===== src/pkg/ifc_defines.svh =====
// offsets, field positions and reset values of the interface-mode register
`ifndef IFC_DEFINES_SVH
`define IFC_DEFINES_SVH
`define IFC_ADDR_WRITE 6'h07
`define IFC_ADDR_SET 6'h08
`define IFC_ADDR_CLEAR 6'h09
`define IFC_RESET_VALUE 8'h00
`define IFC_RSVD_MASK 8'hEB
`define IFC_BIT_PROT_DIS 7
`define IFC_BIT_UNQUAL 6
`define IFC_BIT_INVERT 5
`define IFC_BIT_CLK_KEEP 3
`define IFC_BIT_THREE 1
`define IFC_BIT_SIX 0
`define IFC_STOP_HIGH_CYCLES 4'h2
`endif


===== src/pkg/ifc_pkg.sv =====
// types of the interface-mode register block
package ifc_pkg;
    typedef enum logic [1:0] {
        MODE_PARALLEL = 2'b00,
        MODE_THREE = 2'b01,
        MODE_SIX = 2'b10
    } iface_mode_type;
    typedef enum logic [1:0] {
        REG_WRITE = 2'b00,
        REG_SET = 2'b01,
        REG_CLEAR = 2'b10,
        REG_NONE = 2'b11
    } reg_op_type;
endpackage


===== src/ifc_mode_control.sv =====
// interface-mode control register of the transceiver and its pin effects
// What the document requires
// [RQ1] link sets at most one alternative interface field at a time
// [RQ2] reads at 07h-09h return register; write 07h, set 08h, clear 09h
// [RQ3] protection on: weak stop pull-up; stop high unexpectedly pulls data low
// [RQ4] protection on: detect when link stops driving the stop line
// [RQ5] protect-disable set: protection off, both weak resistors removed
// [RQ6] link always writes one to the unqualified-indicator bit
// [RQ7] fault complement output never qualified by bus-voltage comparator
// [RQ8] invert bit one inverts fault input; zero passes it straight
// [RQ9] clock-keep bit controls only internal clock power in serial modes
// [RQ10] clock-keep bit honoured only in serial modes with low-power bit one
// [RQ11] three-wire bit selects 3-bit serial interface, else parallel
// [RQ12] device clears three-wire bit when leaving three-wire mode
// [RQ13] six-wire bit selects 6-bit serial interface, else parallel
// [RQ14] device clears six-wire bit when leaving six-wire mode
// [RQ15] low-power bit active low; device sets it again on wake by stop
// [RQ16] set ORs written ones in, clear zeroes written ones, rest kept
`timescale 1ns/1ps
`default_nettype none
`include "ifc_defines.svh"
module ifc_mode_control
    import ifc_pkg::*;
#(
    parameter logic [3:0] STOP_HIGH_CYCLES = `IFC_STOP_HIGH_CYCLES
) (
    input wire logic sys_clk,
    input wire logic rst_n,
    input wire logic clk_en,
    input wire logic reg_wr,
    input wire logic reg_rd,
    input wire logic [5:0] reg_addr,
    input wire logic [7:0] reg_wdata,
    output logic [7:0] reg_rdata,
    output logic reg_rdata_valid,
    input wire logic phy_low_power_n,
    input wire logic three_wire_exit,
    input wire logic six_wire_exit,
    input wire logic stop_in,
    input wire logic stop_expected,
    input wire logic fault_in,
    input wire logic bus_voltage_valid_compare,
    output logic [7:0] interface_mode_control,
    output logic stop_weak_pullup,
    output logic data_weak_pulldown,
    output logic fault_complement,
    output logic three_wire_active,
    output logic six_wire_active,
    output logic serial_clock_power
);
    reg_op_type op;
    logic [7:0] next_interface_mode_control;
    logic stop_floating;
    logic protect_on;
    logic serial_mode;
    iface_mode_type mode;

    // the link only reaches this register, so other addresses decode to none
    always_comb begin
        op = REG_NONE;
        if (reg_wr) begin
            case (reg_addr)
                `IFC_ADDR_WRITE: op = REG_WRITE;
                `IFC_ADDR_SET: op = REG_SET;
                `IFC_ADDR_CLEAR: op = REG_CLEAR;
                default: op = REG_NONE;
            endcase
        end
    end

    ifc_reg_update u_update (
        .current(interface_mode_control),
        .op(op),
        .wdata(reg_wdata),
        .three_exit(three_wire_exit),
        .six_exit(six_wire_exit),
        .next_value(next_interface_mode_control)
    );

    always_ff @(posedge sys_clk or negedge rst_n) begin
        if (!rst_n) begin
            interface_mode_control <= `IFC_RESET_VALUE;
        end else if (clk_en) begin
            interface_mode_control <= next_interface_mode_control; // [RQ16]
        end
    end

    always_ff @(posedge sys_clk or negedge rst_n) begin
        if (!rst_n) begin
            reg_rdata <= 8'h00;
            reg_rdata_valid <= 1'b0;
        end else if (clk_en) begin
            reg_rdata_valid <= 1'b0;
            if (reg_rd && (reg_addr == `IFC_ADDR_WRITE ||
                reg_addr == `IFC_ADDR_SET ||
                reg_addr == `IFC_ADDR_CLEAR)) begin
                reg_rdata <= interface_mode_control; // [RQ2]
                reg_rdata_valid <= 1'b1;
            end
        end
    end

    assign protect_on = !interface_mode_control[`IFC_BIT_PROT_DIS];

    ifc_stop_guard #(
        .HIGH_CYCLES(STOP_HIGH_CYCLES)
    ) u_guard (
        .sys_clk(sys_clk),
        .rst_n(rst_n),
        .clk_en(clk_en),
        .enable(protect_on),
        .stop_in(stop_in),
        .stop_expected(stop_expected),
        .floating(stop_floating)
    );

    always_ff @(posedge sys_clk or negedge rst_n) begin
        if (!rst_n) begin
            stop_weak_pullup <= 1'b1;
            data_weak_pulldown <= 1'b0;
        end else if (clk_en) begin
            stop_weak_pullup <= protect_on; // [RQ3] [RQ5]
            data_weak_pulldown <= protect_on && stop_floating; // [RQ3] [RQ5]
        end
    end

    // the unqualified bit is stored but the comparator is never mixed in:
    // a zero there is unsupported, so no qualified path exists to select
    always_ff @(posedge sys_clk or negedge rst_n) begin
        if (!rst_n) begin
            fault_complement <= 1'b0;
        end else if (clk_en) begin
            fault_complement <= fault_in ^
                interface_mode_control[`IFC_BIT_INVERT]; // [RQ7] [RQ8]
        end
    end

    // several fields at once is undefined; three-wire is given priority
    always_comb begin
        if (interface_mode_control[`IFC_BIT_THREE]) begin
            mode = MODE_THREE; // [RQ11]
        end else if (interface_mode_control[`IFC_BIT_SIX]) begin
            mode = MODE_SIX; // [RQ13]
        end else begin
            mode = MODE_PARALLEL;
        end
    end
    assign serial_mode = (mode != MODE_PARALLEL);

    always_ff @(posedge sys_clk or negedge rst_n) begin
        if (!rst_n) begin
            three_wire_active <= 1'b0;
            six_wire_active <= 1'b0;
            serial_clock_power <= 1'b1;
        end else if (clk_en) begin
            three_wire_active <= (mode == MODE_THREE); // [RQ11]
            six_wire_active <= (mode == MODE_SIX); // [RQ13]
            if (serial_mode && phy_low_power_n) begin
                serial_clock_power <=
                    interface_mode_control[`IFC_BIT_CLK_KEEP]; // [RQ9] [RQ10]
            end else begin
                serial_clock_power <= 1'b1; // [RQ10]
            end
        end
    end

    a_write_plain: assert property (@(posedge sys_clk) disable iff (!rst_n)
        clk_en && reg_wr && reg_addr == `IFC_ADDR_WRITE &&
        !three_wire_exit && !six_wire_exit
        |=> interface_mode_control == ($past(reg_wdata) & `IFC_RSVD_MASK))
        else $error("plain write not stored"); // [RQ2]
    a_set_bits: assert property (@(posedge sys_clk) disable iff (!rst_n)
        clk_en && reg_wr && reg_addr == `IFC_ADDR_SET
        |=> (interface_mode_control & $past(reg_wdata) & 8'hE8)
            == ($past(reg_wdata) & 8'hE8))
        else $error("set write lost bits"); // [RQ16]
    a_clear_bits: assert property (@(posedge sys_clk) disable iff (!rst_n)
        clk_en && reg_wr && reg_addr == `IFC_ADDR_CLEAR
        |=> (interface_mode_control & $past(reg_wdata)) == 8'h00)
        else $error("clear write left bits"); // [RQ16]
    a_read_back: assert property (@(posedge sys_clk) disable iff (!rst_n)
        clk_en && reg_rd && reg_addr == `IFC_ADDR_CLEAR
        |=> reg_rdata_valid && reg_rdata == $past(interface_mode_control))
        else $error("read data wrong"); // [RQ2]
    a_protect_off: assert property (@(posedge sys_clk) disable iff (!rst_n)
        clk_en && !protect_on |=> !stop_weak_pullup && !data_weak_pulldown)
        else $error("weak resistors kept while disabled"); // [RQ5]
    a_pulldown_float: assert property (@(posedge sys_clk) disable iff (!rst_n)
        clk_en && protect_on && stop_floating |=> data_weak_pulldown)
        else $error("no pull-down on floating stop"); // [RQ3]
    a_float_detect: assert property (@(posedge sys_clk) disable iff (!rst_n)
        (clk_en && protect_on && stop_in && !stop_expected) [*4]
        |=> stop_floating)
        else $error("floating stop not detected"); // [RQ4]
    a_fault_invert: assert property (@(posedge sys_clk) disable iff (!rst_n)
        clk_en |=> fault_complement ==
            ($past(fault_in) ^ $past(interface_mode_control[`IFC_BIT_INVERT])))
        else $error("fault complement wrong"); // [RQ8]
    a_three_exit: assert property (@(posedge sys_clk) disable iff (!rst_n)
        clk_en && three_wire_exit
        |=> !interface_mode_control[`IFC_BIT_THREE])
        else $error("three-wire bit not cleared"); // [RQ12]
    a_six_exit: assert property (@(posedge sys_clk) disable iff (!rst_n)
        clk_en && six_wire_exit |=> !interface_mode_control[`IFC_BIT_SIX])
        else $error("six-wire bit not cleared"); // [RQ14]
    a_clock_ignore: assert property (@(posedge sys_clk) disable iff (!rst_n)
        clk_en && !phy_low_power_n |=> serial_clock_power)
        else $error("clock bit honoured in low power"); // [RQ10]
endmodule
`default_nettype wire


===== src/ifc_reg_update.sv =====
// next value of the interface-mode register from a write or a hardware clear
`timescale 1ns/1ps
`default_nettype none
`include "ifc_defines.svh"
module ifc_reg_update
    import ifc_pkg::*;
(
    input wire logic [7:0] current,
    input wire reg_op_type op,
    input wire logic [7:0] wdata,
    input wire logic three_exit,
    input wire logic six_exit,
    output logic [7:0] next_value
);
    logic [7:0] hw_clear;
    always_comb begin
        next_value = current;
        case (op)
            REG_WRITE: next_value = wdata; // [RQ2]
            REG_SET: next_value = current | wdata; // [RQ16]
            REG_CLEAR: next_value = current & ~wdata; // [RQ16]
            default: next_value = current;
        endcase
        hw_clear = 8'h00;
        hw_clear[`IFC_BIT_THREE] = three_exit; // [RQ12]
        hw_clear[`IFC_BIT_SIX] = six_exit; // [RQ14]
        next_value = next_value & ~hw_clear & `IFC_RSVD_MASK;
    end
endmodule
`default_nettype wire


===== src/ifc_stop_guard.sv =====
// detects a stop line left floating high while the link should drive it
`timescale 1ns/1ps
`default_nettype none
`include "ifc_defines.svh"
module ifc_stop_guard #(
    parameter logic [3:0] HIGH_CYCLES = `IFC_STOP_HIGH_CYCLES
) (
    input wire logic sys_clk,
    input wire logic rst_n,
    input wire logic clk_en,
    input wire logic enable,
    input wire logic stop_in,
    input wire logic stop_expected,
    output logic floating
);
    initial begin
        if (HIGH_CYCLES == 4'h0) begin
            $error("HIGH_CYCLES must be at least one");
        end
    end
    logic [3:0] count;
    always_ff @(posedge sys_clk or negedge rst_n) begin
        if (!rst_n) begin
            count <= 4'h0;
            floating <= 1'b0;
        end else if (clk_en) begin
            if (!enable || !stop_in || stop_expected) begin
                count <= 4'h0;
                floating <= 1'b0;
            end else if (count == HIGH_CYCLES) begin
                floating <= 1'b1; // [RQ4]
            end else begin
                count <= count + 4'h1;
            end
        end
    end
endmodule
`default_nettype wire


===== config.mk =====
export PLATFORM = sky130hd
export DESIGN_NAME = ifc_mode_control
export DESIGN_NICKNAME = d
export VERILOG_FILES = /design/src/pkg/ifc_pkg.sv /design/src/ifc_mode_control.sv /design/src/ifc_reg_update.sv /design/src/ifc_stop_guard.sv
export VERILOG_INCLUDE_DIRS = /design/src /design/src/pkg
export SDC_FILE = /design/constraint.sdc
export NUM_CORES = 1
export LEC_CHECK = 0
export BUFFER_PORTS_ARGS = -buffer_cell sky130_fd_sc_hd__buf_2
export CAP_MARGIN = 20
export CORE_ASPECT_RATIO = 1.5
export CORE_UTILIZATION = 45
export DETAILED_ROUTE_END_ITERATION = 10
export HOLD_SLACK_MARGIN = 0.08
export PLACE_DENSITY = 0.72
export SKIP_CTS_REPAIR_TIMING = 1
export SYNTH_ARGS = -nofsm -noshare
export SYNTH_HDL_FRONTEND = slang
export SYNTH_HIERARCHICAL = 1
export SYNTH_SLANG_ARGS = --single-unit

===== constraint.sdc =====
create_clock -name sys_clk -period 4.3 [get_ports sys_clk]
set_clock_uncertainty 0.1 [all_clocks]
set_input_delay 0.215 -clock sys_clk [delete_from_list [all_inputs] [get_ports sys_clk]]
set_output_delay 0.215 -clock sys_clk [all_outputs]
set_load 0.01 [all_outputs]

==> results of run 1 <==
## path summary, 6_finish.rpt
| path | from | end |
|---|---|---|
| max | reg_addr[1] | interface_mode_control[1] |
| max in group asynchronous | rst_n | reg_rdata[3] |
| min | fault_in | fault_complement |
| min reg2reg | reg_rdata[6] | reg_rdata[6] |
| min in group asynchronous | rst_n | data_weak_pulldown |
| max reg2reg | u_guard/count[0] | u_guard/count[1] |
## worst reg2reg max path: cells and delay by family (launching register included)
kind            cells  cell delay (ns)
simple gates        2             0.62
fa+ha+maj           1             0.19
flops               1             0.42
buf+inv             1             0.08
compound gates      1             0.17
## area by class of cell
class                           count  area (um^2)  share of cell area [%]
Multi-Input combinational cell     72        615.6                   36.20
Clock buffer                        4        45.04                   2.649
Tap cell                           39        48.80                   2.870
Sequential cell                    28        703.2                   41.35
Inverter                           14        52.55                   3.091
Timing Repair Buffer               46        235.2                   13.83
## cells in the final DEF (no fill, tap or decap), drive strengths merged
cell type    count
dfstp            2
nand3            1
o2bb2ai          2
conb             2
mux2i            2
nor2             2
nor3b            1
o211ai           2
o21ba            1
mux2            17
and4b            1
nand2b           3
inv             14
o22a             1
dfrtp           26
a21oi            8
clkbuf           4
o21ai            6
and3b            1
or3b             2
ha               2
buf             45
nor2b            5
o21a             1
a31o             1
nand2            1
xnor2            1
o2111ai          2
dlygate4sd3      1
o22ai            5
nand3b           2
## metal layers
layer	GRT usage (%)	part of all wire [%]	routed length (um)
met3	1.550	3.6	98
met5	0	0	0
met1	19.97	39	1069
met4	7.407	0.84	23
met2	34.70	56	1548
## through the flow
stage | power (mW) | area (um^2)
6_report | 0.6373 | 1700
3_5_place_dp | 0.5077 | 1645
5_1_grt | 0.6831 | 1700
3_3_place_gp | 0.4967 | 1645
4_1_cts | 0.6470 | 1690
2_1_floorplan | 0.4323 | 1406
## where the power goes
group / internal (mW) / switching (mW)
logic: 0.0826 / 0.0796
registers: 0.306 / 0.0308
clock network: 0.0662 / 0.0720
total: 0.455 / 0.182
## cells by family after synthesis
family                     synth area share (%)
AOI/OAI and AO/OA                         14.54
DFF                                       50.13
muxes                                     15.08
and+or+nand+nor                           11.33
buffers and inverters                     6.243
adders and majority gates                 1.784
other                                    0.2674
xor gates and xnor gates                 0.6246
==> key figures, run 1 <==
Final layout
  • Final Core Density: 57.78%
  • N_diodes: 0
  • Share of layout cells above drive strength 1: 46.34%
  • Final nets: 193
  • Layout Cells excl Fill: 203
  • Syn-to-layout area delta: 21.23%
  • Largest registers: interface_mode_control: 8 flops, reg_rdata: 8 flops, u_guard/count: 4 flops
  • Fillers: 276

Worst setup path
  • R2r setup slk: 2.65 ns
  • Crit path buffers/inverters: 1
  • R2R depth: 5
  • Cell repeated most along the worst path: nor2b_1
  • Crit. End Element: flop
  • Worst EP arrival: 1.92 ns
  • Type of the worst setup path: input port to flop
  • CP max stage cell: o211ai_1
  • Crit Path Max Fanout: 12
  • Crit. path cell count: 8
  • Req. time, crit path: 4.35 ns
  • Critical path startpoint category: input port
  • Worst path cell trace: buf_2 -> nor3b_4 -> nor2b_1 -> o211ai_1 -> nor2b_1 -> o21ai_0 -> a21oi_1 -> mux2_2
  • CP max stage delay: 0.33 ns
  • Crit-path leading delay family: simple AND/OR/NAND/NOR gates

Placed design
  • Post-detail-place hpwl: 2.118 mm
  • Buffers on Ports: 45
  • Placer Congestion: 0.6926
  • Cell count after placement: 198
  • DP Worst Slack: 2.175 ns

Route
  • Drt wl/cell: 13.50 um
  • Detailed-route via count: 1040
  • Routed Antenna Nets: 0
  • Vias per cell: 5.123
  • DRT iter0 DRCs: 12
  • Final wirelength: 2.740 mm
  • Pre-Repair DR Iteration Count: 4
  • Remaining DRCs: 0

Synthesis
  • Asr flop ratio synth: 100.0%
  • Avg Inst Size Synth: 11.89 um^2
  • Distinct cells, synth: 35
  • Register area share after synthesis: 50.13%
  • EDFF count, synth: 0
  • Top cell type's share of synthesized area: 46.39%
  • Cells after Synth: 118
  • Top post-synthesis cells by area: dfrtp_1 (46%), mux2_2 (14%), dfstp_2 (3.7%), inv_1 (3.7%), a21oi_1 (2.9%)
  • Count leader, synth: dfrtp_1
  • Flops & latches, synth: 28
  • Ys Warns: 6
  • Primary FF master, synth: dfrtp_1
  • Synth top cells by count: dfrtp_1 (26), mux2_2 (17), inv_1 (14), a21oi_1 (8), o21ai_0 (6)
  • Synth Cell Area: 1403 um^2
  • Biggest area consumer among synthesized cells: dfrtp_1

Timing
  • Least-Margin Pin Slew: 0.8668 ns
  • Final setup TNS: 0 ns
  • Final Max Tran Viols: 0
  • Setup-failing EPs final: 0
  • Hold Fails Final Rpt: 0
  • Final setup margin: 2.429 ns
  • RSZ-0062 raised after global routing: false
  • Peak Freq: 0.5344 GHz
  • Period utilisation layout: 43.52%
  • Slew headroom: 41.96%
  • Hold_ws: 0.1368 ns
  • Period minus WS final: 1.871 ns

Die
  • Core Rows: 24
  • Core ar.: 2943 um^2
  • Die Area: 3349 um^2
  • Initial core utilization: 47.66%
  • Top Ports: 49
  • Die X: 47.59 um
  • Die Y: 70.38 um

Min path
  • Cell depth of the worst min-delay path: 3
  • Hold Crit Class: input port to flop

Pwr
  • Max IR drop VDD: 0.2583 mV
  • Cell leakage power: 0.8648 nW
  • Cell Pwr Density: 374.8 nW/um^2

Clocking
  • H-tree levels: 1
  • CTS Root Cell: clkbuf_8
  • Clock-pin slew on the worst setup and hold paths: 0.09 ns
  • Num Clock Sinks: 28
  • Clock buffer depth: 2
  • CTS tree: done
  • CTS Buf Count: 3
  • Clk_lat worst skew: 0.26 ns

Run
  • Max-Cap Viols: 0

Global route
  • GR Overflow Total: 0
  • Pin count of the biggest net entering global routing: 29
  • Vias in the first global route: 1107
  • Overall Global Routing Usage: 18.71%
  • Antenna violations before repair: 0
  • First-pass GRT wire length: 4.574 mm

Outcome
  • Outcome: completed
Note: power is estimated with default switching activity, not from simulation.
==> inputs of run 2 (changes only) <==
==> constraint.sdc (replaced) <==
create_clock -name sys_clk -period 1.8 [get_ports sys_clk]
set_clock_uncertainty 0.1 [all_clocks]
set_input_delay 0.09 -clock sys_clk [delete_from_list [all_inputs] [get_ports sys_clk]]
set_output_delay 0.09 -clock sys_clk [all_outputs]
set_load 0.01 [all_outputs]
==> key figures, run 2 (synthesis results as in run 1) <==
Clocking
  • CTS tree: done (unchanged)
  • CTS Root Cell: clkbuf_8 (unchanged)
  • CTS Buf Count: 3 (unchanged)
  • Clk_lat worst skew: 0.26 ns (about the same)
  • Num Clock Sinks: 28 (unchanged)
  • Clock-pin slew on the worst setup and hold paths: 0.09 ns (about the same)
  • H-tree levels: 1 (unchanged)
  • Clock buffer depth: 2 (unchanged)

Global route
  • Overall Global Routing Usage: 18.01% (was 18.71%)
  • GR Overflow Total: 0 (unchanged)
  • Vias in the first global route: 1088 (was 1107)
  • Antenna violations before repair: 0 (unchanged)
  • Pin count of the biggest net entering global routing: 29 (unchanged)
  • First-pass GRT wire length: 4.464 mm (was 4.574 mm)

Run
  • Max-Cap Viols: 0 (unchanged)

Timing
  • RSZ-0062 raised after global routing: false (unchanged)
  • Least-Margin Pin Slew: 0.6211 ns (was 0.8668 ns)
  • Hold Fails Final Rpt: 0 (unchanged)
  • Period minus WS final: 1.619 ns
  • Peak Freq: 0.6176 GHz
  • Period utilisation layout: 89.96%
  • Slew headroom: 58.59% (was 41.96%)
  • Final Max Tran Viols: 0 (unchanged)
  • Setup-failing EPs final: 0 (unchanged)
  • Final setup TNS: 0 ns (unchanged)

Pwr
  • Max IR drop VDD: 0.5498 mV (was 0.2583 mV)
  • Cell leakage power: 0.8946 nW (was 0.8648 nW)
  • Cell Pwr Density: 867.8 nW/um^2 (was 374.8 nW/um^2)

Final layout
  • Commonest non-fill, non-tap cell in the layout: buf_2 (unchanged)
  • N_diodes: 0 (unchanged)
  • Share of layout cells above drive strength 1: 47.65% (was 46.34%)
  • Syn-to-layout area delta: 25.07% (was 21.23%)
  • Layout Cells excl Fill: 209 (was 203)
  • Most frequent cells in the layout: buf_2 (45), dfrtp_1 (26), mux2_2 (17) (unchanged)
  • Final nets: 200 (was 193)
  • Fillers: 274 (was 276)
  • Largest registers: interface_mode_control: 8 flops, reg_rdata: 8 flops, u_guard/count: 4 flops (unchanged)

Worst setup path
  • CP max stage delay: 0.41 ns (was 0.33 ns)
  • Type of the worst setup path: flop to flop (was input port to flop)
  • Crit. End Element: flop (unchanged)
  • Req. time, crit path: 1.89 ns (was 4.35 ns)
  • Crit path buffers/inverters: 1 (unchanged)
  • CP max stage cell: dfrtp_1 (was o211ai_1)
  • Critical path startpoint category: flop (was input port)
  • Crit-path leading delay family: simple AND/OR/NAND/NOR gates (unchanged)
  • Worst path cell trace: inv_1 -> ha_1 -> or3b_4 -> or3b_1 -> o22ai_1 (was buf_2 -> nor3b_4 -> nor2b_1 -> o211ai_1 -> nor2b_1 -> o21ai_0 -> a21oi_1 -> mux2_2)
  • Crit Path Max Fanout: 4 (was 12)
  • Worst EP arrival: 1.71 ns (was 1.92 ns)

Placed design
  • Post-detail-place hpwl: 2.093 mm (was 2.118 mm)
  • Buffers on Ports: 45 (unchanged)
  • Placer Congestion: 0.7169 (was 0.6926)
  • Cell count after placement: 203 (was 198)

Die
  • Core ar.: 2943 um^2 (unchanged)
  • Die Area: 3349 um^2 (unchanged)
  • Core Rows: 24 (unchanged)
  • Top Ports: 49 (unchanged)
  • Die Y: 70.38 um (unchanged)
  • Initial core utilization: 47.66% (unchanged)
  • Die X: 47.59 um (unchanged)

Outcome
  • Outcome: completed (unchanged)

Route
  • Remaining DRCs: 0 (unchanged)
  • Drt wl/cell: 12.85 um (was 13.50 um)
  • DRT iter0 DRCs: 12 (unchanged)
  • Routed Antenna Nets: 0 (unchanged)
  • Vias per cell: 4.952 (was 5.123)
  • Pre-Repair DR Iteration Count: 4 (unchanged)
  • Detailed-route via count: 1035 (was 1040)
  • Final wirelength: 2.685 mm (was 2.740 mm)

Min path
  • Hold Crit Class: input port to flop (unchanged)
run 2: changes by cell type in the layout (fill, tap and decap cells not counted), sizes merged:
| cell | before | now |
|---|---|---|
| dlygate4sd3 | 1 | 3 |
| clkbuf | 4 | 3 |
| buf | 45 | 50 |
run 2: per-stage QoR:
step	hold slack [ns]	total power [mW]	worst slack, ns	area, um^2	util (%)
after detailed placement	0.04144	1.217	0.04578	1683	57.19
after CTS	-0.2536	1.545	0.1798	1724	58.59
after global placement	0.02463	1.191	0.09125	1683	57.19
final	0.06902	1.522	0.1808	1754	59.61
after global routing	0.08607	1.630	0.1313	1754	59.61
after floorplan	-0.3056	1.033	0.2902	1406	-
run 2: routing by layer:
metal	track usage [%]	vias up	share of wire, %
li1	-	515	-
met1	19.45	488	41
met2	33.79	30	54
met3	2.584	2	4.4
met4	4.630	0	0.71
met5	0	-	0
run 2: cell type report:
| class | instances | area, um^2 | share of cell area (%) |
|---|---|---|---|
| Sequential cell | 28 | 703.2 | 40.09 |
| Clock buffer | 3 | 41.29 | 2.354 |
| Inverter | 14 | 52.55 | 2.996 |
| Multi-Input combinational cell | 72 | 615.6 | 35.09 |
| Timing Repair Buffer | 53 | 292.8 | 16.69 |
| Tap cell | 39 | 48.80 | 2.782 |
run 2: power by group:
| group | total, mW | internal, mW | switching, mW |
|---|---|---|---|
| clock network | 0.323 | 0.150 | 0.174 |
| logic | 0.392 | 0.203 | 0.189 |
| registers | 0.807 | 0.731 | 0.0754 |
| total | 1.52 | 1.08 | 0.438 |
run 2: worst paths after layout:
check                            startpoint  slack, ns                   endpoint  cells after the start
min reg2reg                    reg_rdata[5]       0.41               reg_rdata[5]                      1
min                         phy_low_power_n       0.07         serial_clock_power                      3
max                        u_guard/count[0]       0.18           u_guard/count[1]                      5
min in group asynchronous             rst_n       0.26  interface_mode_control[5]                      2
max in group asynchronous             rst_n       0.93  interface_mode_control[0]                      2
max reg2reg                u_guard/count[0]       0.18           u_guard/count[1]                      5
run 2: worst register-to-register path, cell delays in order (launching register included):
cell     delay (ns)
dfrtp_1        0.41
inv_1          0.06
ha_1           0.18
or3b_4         0.23
or3b_1         0.39
o22ai_1        0.17
==> inputs of run 3 (changes only) <==
--- a/config.mk
+++ b/config.mk
@@ -6,7 +6,7 @@
 export SDC_FILE = /design/constraint.sdc
 export NUM_CORES = 1
 export LEC_CHECK = 0
-export BUFFER_PORTS_ARGS = -buffer_cell sky130_fd_sc_hd__buf_2
+export BUFFER_PORTS_ARGS = -buffer_cell sky130_fd_sc_hd__clkbuf_2
 export CAP_MARGIN = 20
 export CORE_ASPECT_RATIO = 1.5
 export CORE_UTILIZATION = 45
==> constraint.sdc (replaced) <==
create_clock -name sys_clk -period 1.8 [get_ports sys_clk]
set_clock_uncertainty 0.1 [all_clocks]
set_input_delay 0.18 -clock sys_clk [delete_from_list [all_inputs] [get_ports sys_clk]]
set_output_delay 0.18 -clock sys_clk [all_outputs]
set_load 0.01 [all_outputs]
==> key figures, run 3 (synthesis results as in run 1) <==
Worst setup path
  • Type of the worst setup path: flop to flop (unchanged)
  • Worst path cell trace: inv_1 -> ha_1 -> or3b_4 -> or3b_1 -> mux2i_1 (was inv_1 -> ha_1 -> or3b_4 -> or3b_1 -> o22ai_1)
  • Crit path buffers/inverters: 1 (unchanged)
  • Critical path startpoint category: flop (unchanged)
  • Worst EP arrival: 1.75 ns (was 1.71 ns)
  • Req. time, crit path: 1.88 ns (was 1.89 ns)
  • Crit-path leading delay family: simple AND/OR/NAND/NOR gates (unchanged)
  • CP max stage delay: 0.42 ns (was 0.41 ns)
  • Crit. End Element: flop (unchanged)
  • Crit Path Max Fanout: 4 (unchanged)
  • CP max stage cell: dfrtp_1 (unchanged)

Clocking
  • Clock-pin slew on the worst setup and hold paths: 0.08 ns (was 0.09 ns)
  • CTS Buf Count: 3 (unchanged)
  • CTS Root Cell: clkbuf_8 (unchanged)
  • Clock buffer depth: 2 (unchanged)
  • Clk_lat worst skew: 0.27 ns (was 0.26 ns)
  • CTS tree: done (unchanged)
  • Num Clock Sinks: 28 (unchanged)
  • H-tree levels: 1 (unchanged)

Route
  • Vias per cell: 4.990 (was 4.952)
  • Final wirelength: 2.752 mm (was 2.685 mm)
  • Detailed-route via count: 1043 (was 1035)
  • Routed Antenna Nets: 0 (unchanged)
  • DRT iter0 DRCs: 24 (was 12)
  • Drt wl/cell: 13.17 um (was 12.85 um)
  • Remaining DRCs: 0 (unchanged)
  • Pre-Repair DR Iteration Count: 4 (unchanged)

Placed design
  • Post-detail-place hpwl: 2.098 mm (was 2.093 mm)
  • Cell count after placement: 204 (was 203)
  • Buffers on Ports: 45 (unchanged)
  • Placer Congestion: 0.7258 (was 0.7169)

Timing
  • Hold Fails Final Rpt: 0 (unchanged)
  • Least-Margin Pin Slew: 0.7110 ns (was 0.6211 ns)
  • RSZ-0062 raised after global routing: false (unchanged)
  • Period minus WS final: 1.663 ns (was 1.619 ns)
  • Final Max Tran Viols: 0 (unchanged)
  • Setup-failing EPs final: 0 (unchanged)
  • Period utilisation layout: 92.36% (was 89.96%)
  • Slew headroom: 52.60% (was 58.59%)
  • Final setup TNS: 0 ns (unchanged)
  • Peak Freq: 0.6015 GHz (was 0.6176 GHz)

Final layout
  • Layout Cells excl Fill: 209 (unchanged)
  • Syn-to-layout area delta: 24.44% (was 25.07%)
  • N_diodes: 0 (unchanged)
  • Most frequent cells in the layout: clkbuf_2 (45), dfrtp_1 (26), mux2_2 (17) (was buf_2 (45), dfrtp_1 (26), mux2_2 (17))
  • Fillers: 269 (was 274)
  • Commonest non-fill, non-tap cell in the layout: clkbuf_2 (was buf_2)
  • Share of layout cells above drive strength 1: 48.24% (was 47.65%)
  • Largest registers: interface_mode_control: 8 flops, reg_rdata: 8 flops, u_guard/count: 4 flops (unchanged)
  • Final nets: 199 (was 200)

Pwr
  • Cell leakage power: 0.8902 nW (was 0.8946 nW)
  • Max IR drop VDD: 0.5601 mV (was 0.5498 mV)
  • Cell Pwr Density: 880.7 nW/um^2 (was 867.8 nW/um^2)

Run
  • Max-Cap Viols: 0 (unchanged)

Min path
  • Hold Crit Class: input port to flop (unchanged)

Die
  • Initial core utilization: 47.66% (unchanged)
  • Die Area: 3349 um^2 (unchanged)
  • Die X: 47.59 um (unchanged)
  • Core Rows: 24 (unchanged)
  • Die Y: 70.38 um (unchanged)
  • Top Ports: 49 (unchanged)
  • Core ar.: 2943 um^2 (unchanged)

Global route
  • GR Overflow Total: 0 (unchanged)
  • Antenna violations before repair: 0 (unchanged)
  • First-pass GRT wire length: 4.519 mm (was 4.464 mm)
  • Pin count of the biggest net entering global routing: 29 (unchanged)
  • Overall Global Routing Usage: 18.68% (was 18.01%)
  • Vias in the first global route: 1082 (was 1088)

Outcome
  • Outcome: completed (unchanged)
## run 3: cell types whose count changed in the layout (fill, tap and decap cells not counted)
| cell | previous run | this run |
|---|---|---|
| clkbuf_2 | 0 | 45 |
| buf_2 | 45 | 0 |
| dlygate4sd3_1 | 3 | 1 |
| buf_4 | 5 | 6 |
| clkbuf_1 | 0 | 1 |
## run 3: routing by layer
metal	GRT usage, %	wire length [um]
met2	33.18	1503
met5	0	0
met4	7.716	23
met3	2.584	136
met1	20.72	1087
## run 3: cell type report
class | instances | area [um^2] | area share (%)
sequential | 28 | 703.2 | 40.29
multi-input combinational | 72 | 615.6 | 35.27
timing repair buffer | 52 | 280.3 | 16.06
inverter | 14 | 52.55 | 3.011
tap | 39 | 48.80 | 2.796
clock buffer | 4 | 45.04 | 2.581
## run 3: worst reg2reg max path: stages, from the launching register on
cell and delay (ns):
dfrtp_1 0.42, inv_1 0.07, ha_1 0.19, or3b_4 0.23, or3b_1 0.39, mux2i_1 0.17
## run 3: final timing paths
check	from	endpoint	slack, ns	depth (start not counted)
max	u_guard/count[0]	u_guard/count[0]	0.14	5
min	fault_in	fault_complement	0.12	3
max reg2reg	u_guard/count[0]	u_guard/count[0]	0.14	5
min reg2reg	reg_rdata[7]	reg_rdata[7]	0.42	1
max in group asynchronous	rst_n	three_wire_active	0.76	2
min in group asynchronous	rst_n	data_weak_pulldown	0.38	2
## run 3: power breakdown
part,total (mW),internal (mW),switching [mW]
logic,0.390,0.200,0.190
registers,0.810,0.731,0.0786
clock network,0.337,0.158,0.179
total,1.54,1.09,0.447
## run 3: stage by stage
| stage | util (%) | power (mW) | setup slack (ns) | cell area [um^2] | hold slack, ns |
|---|---|---|---|---|---|
| after detailed placement | 57.44 | 1.217 | -0.04209 | 1690 | 0.1649 |
| after CTS | 58.97 | 1.557 | 0.1182 | 1735 | -0.1372 |
| after global routing | 59.31 | 1.638 | 0.02071 | 1745 | 0.1353 |
| after floorplan | - | 1.033 | 0.2886 | 1406 | -0.2156 |
| after global placement | 57.44 | 1.194 | 0.01886 | 1690 | 0.1322 |
| final | 59.31 | 1.537 | 0.1375 | 1745 | 0.1186 |
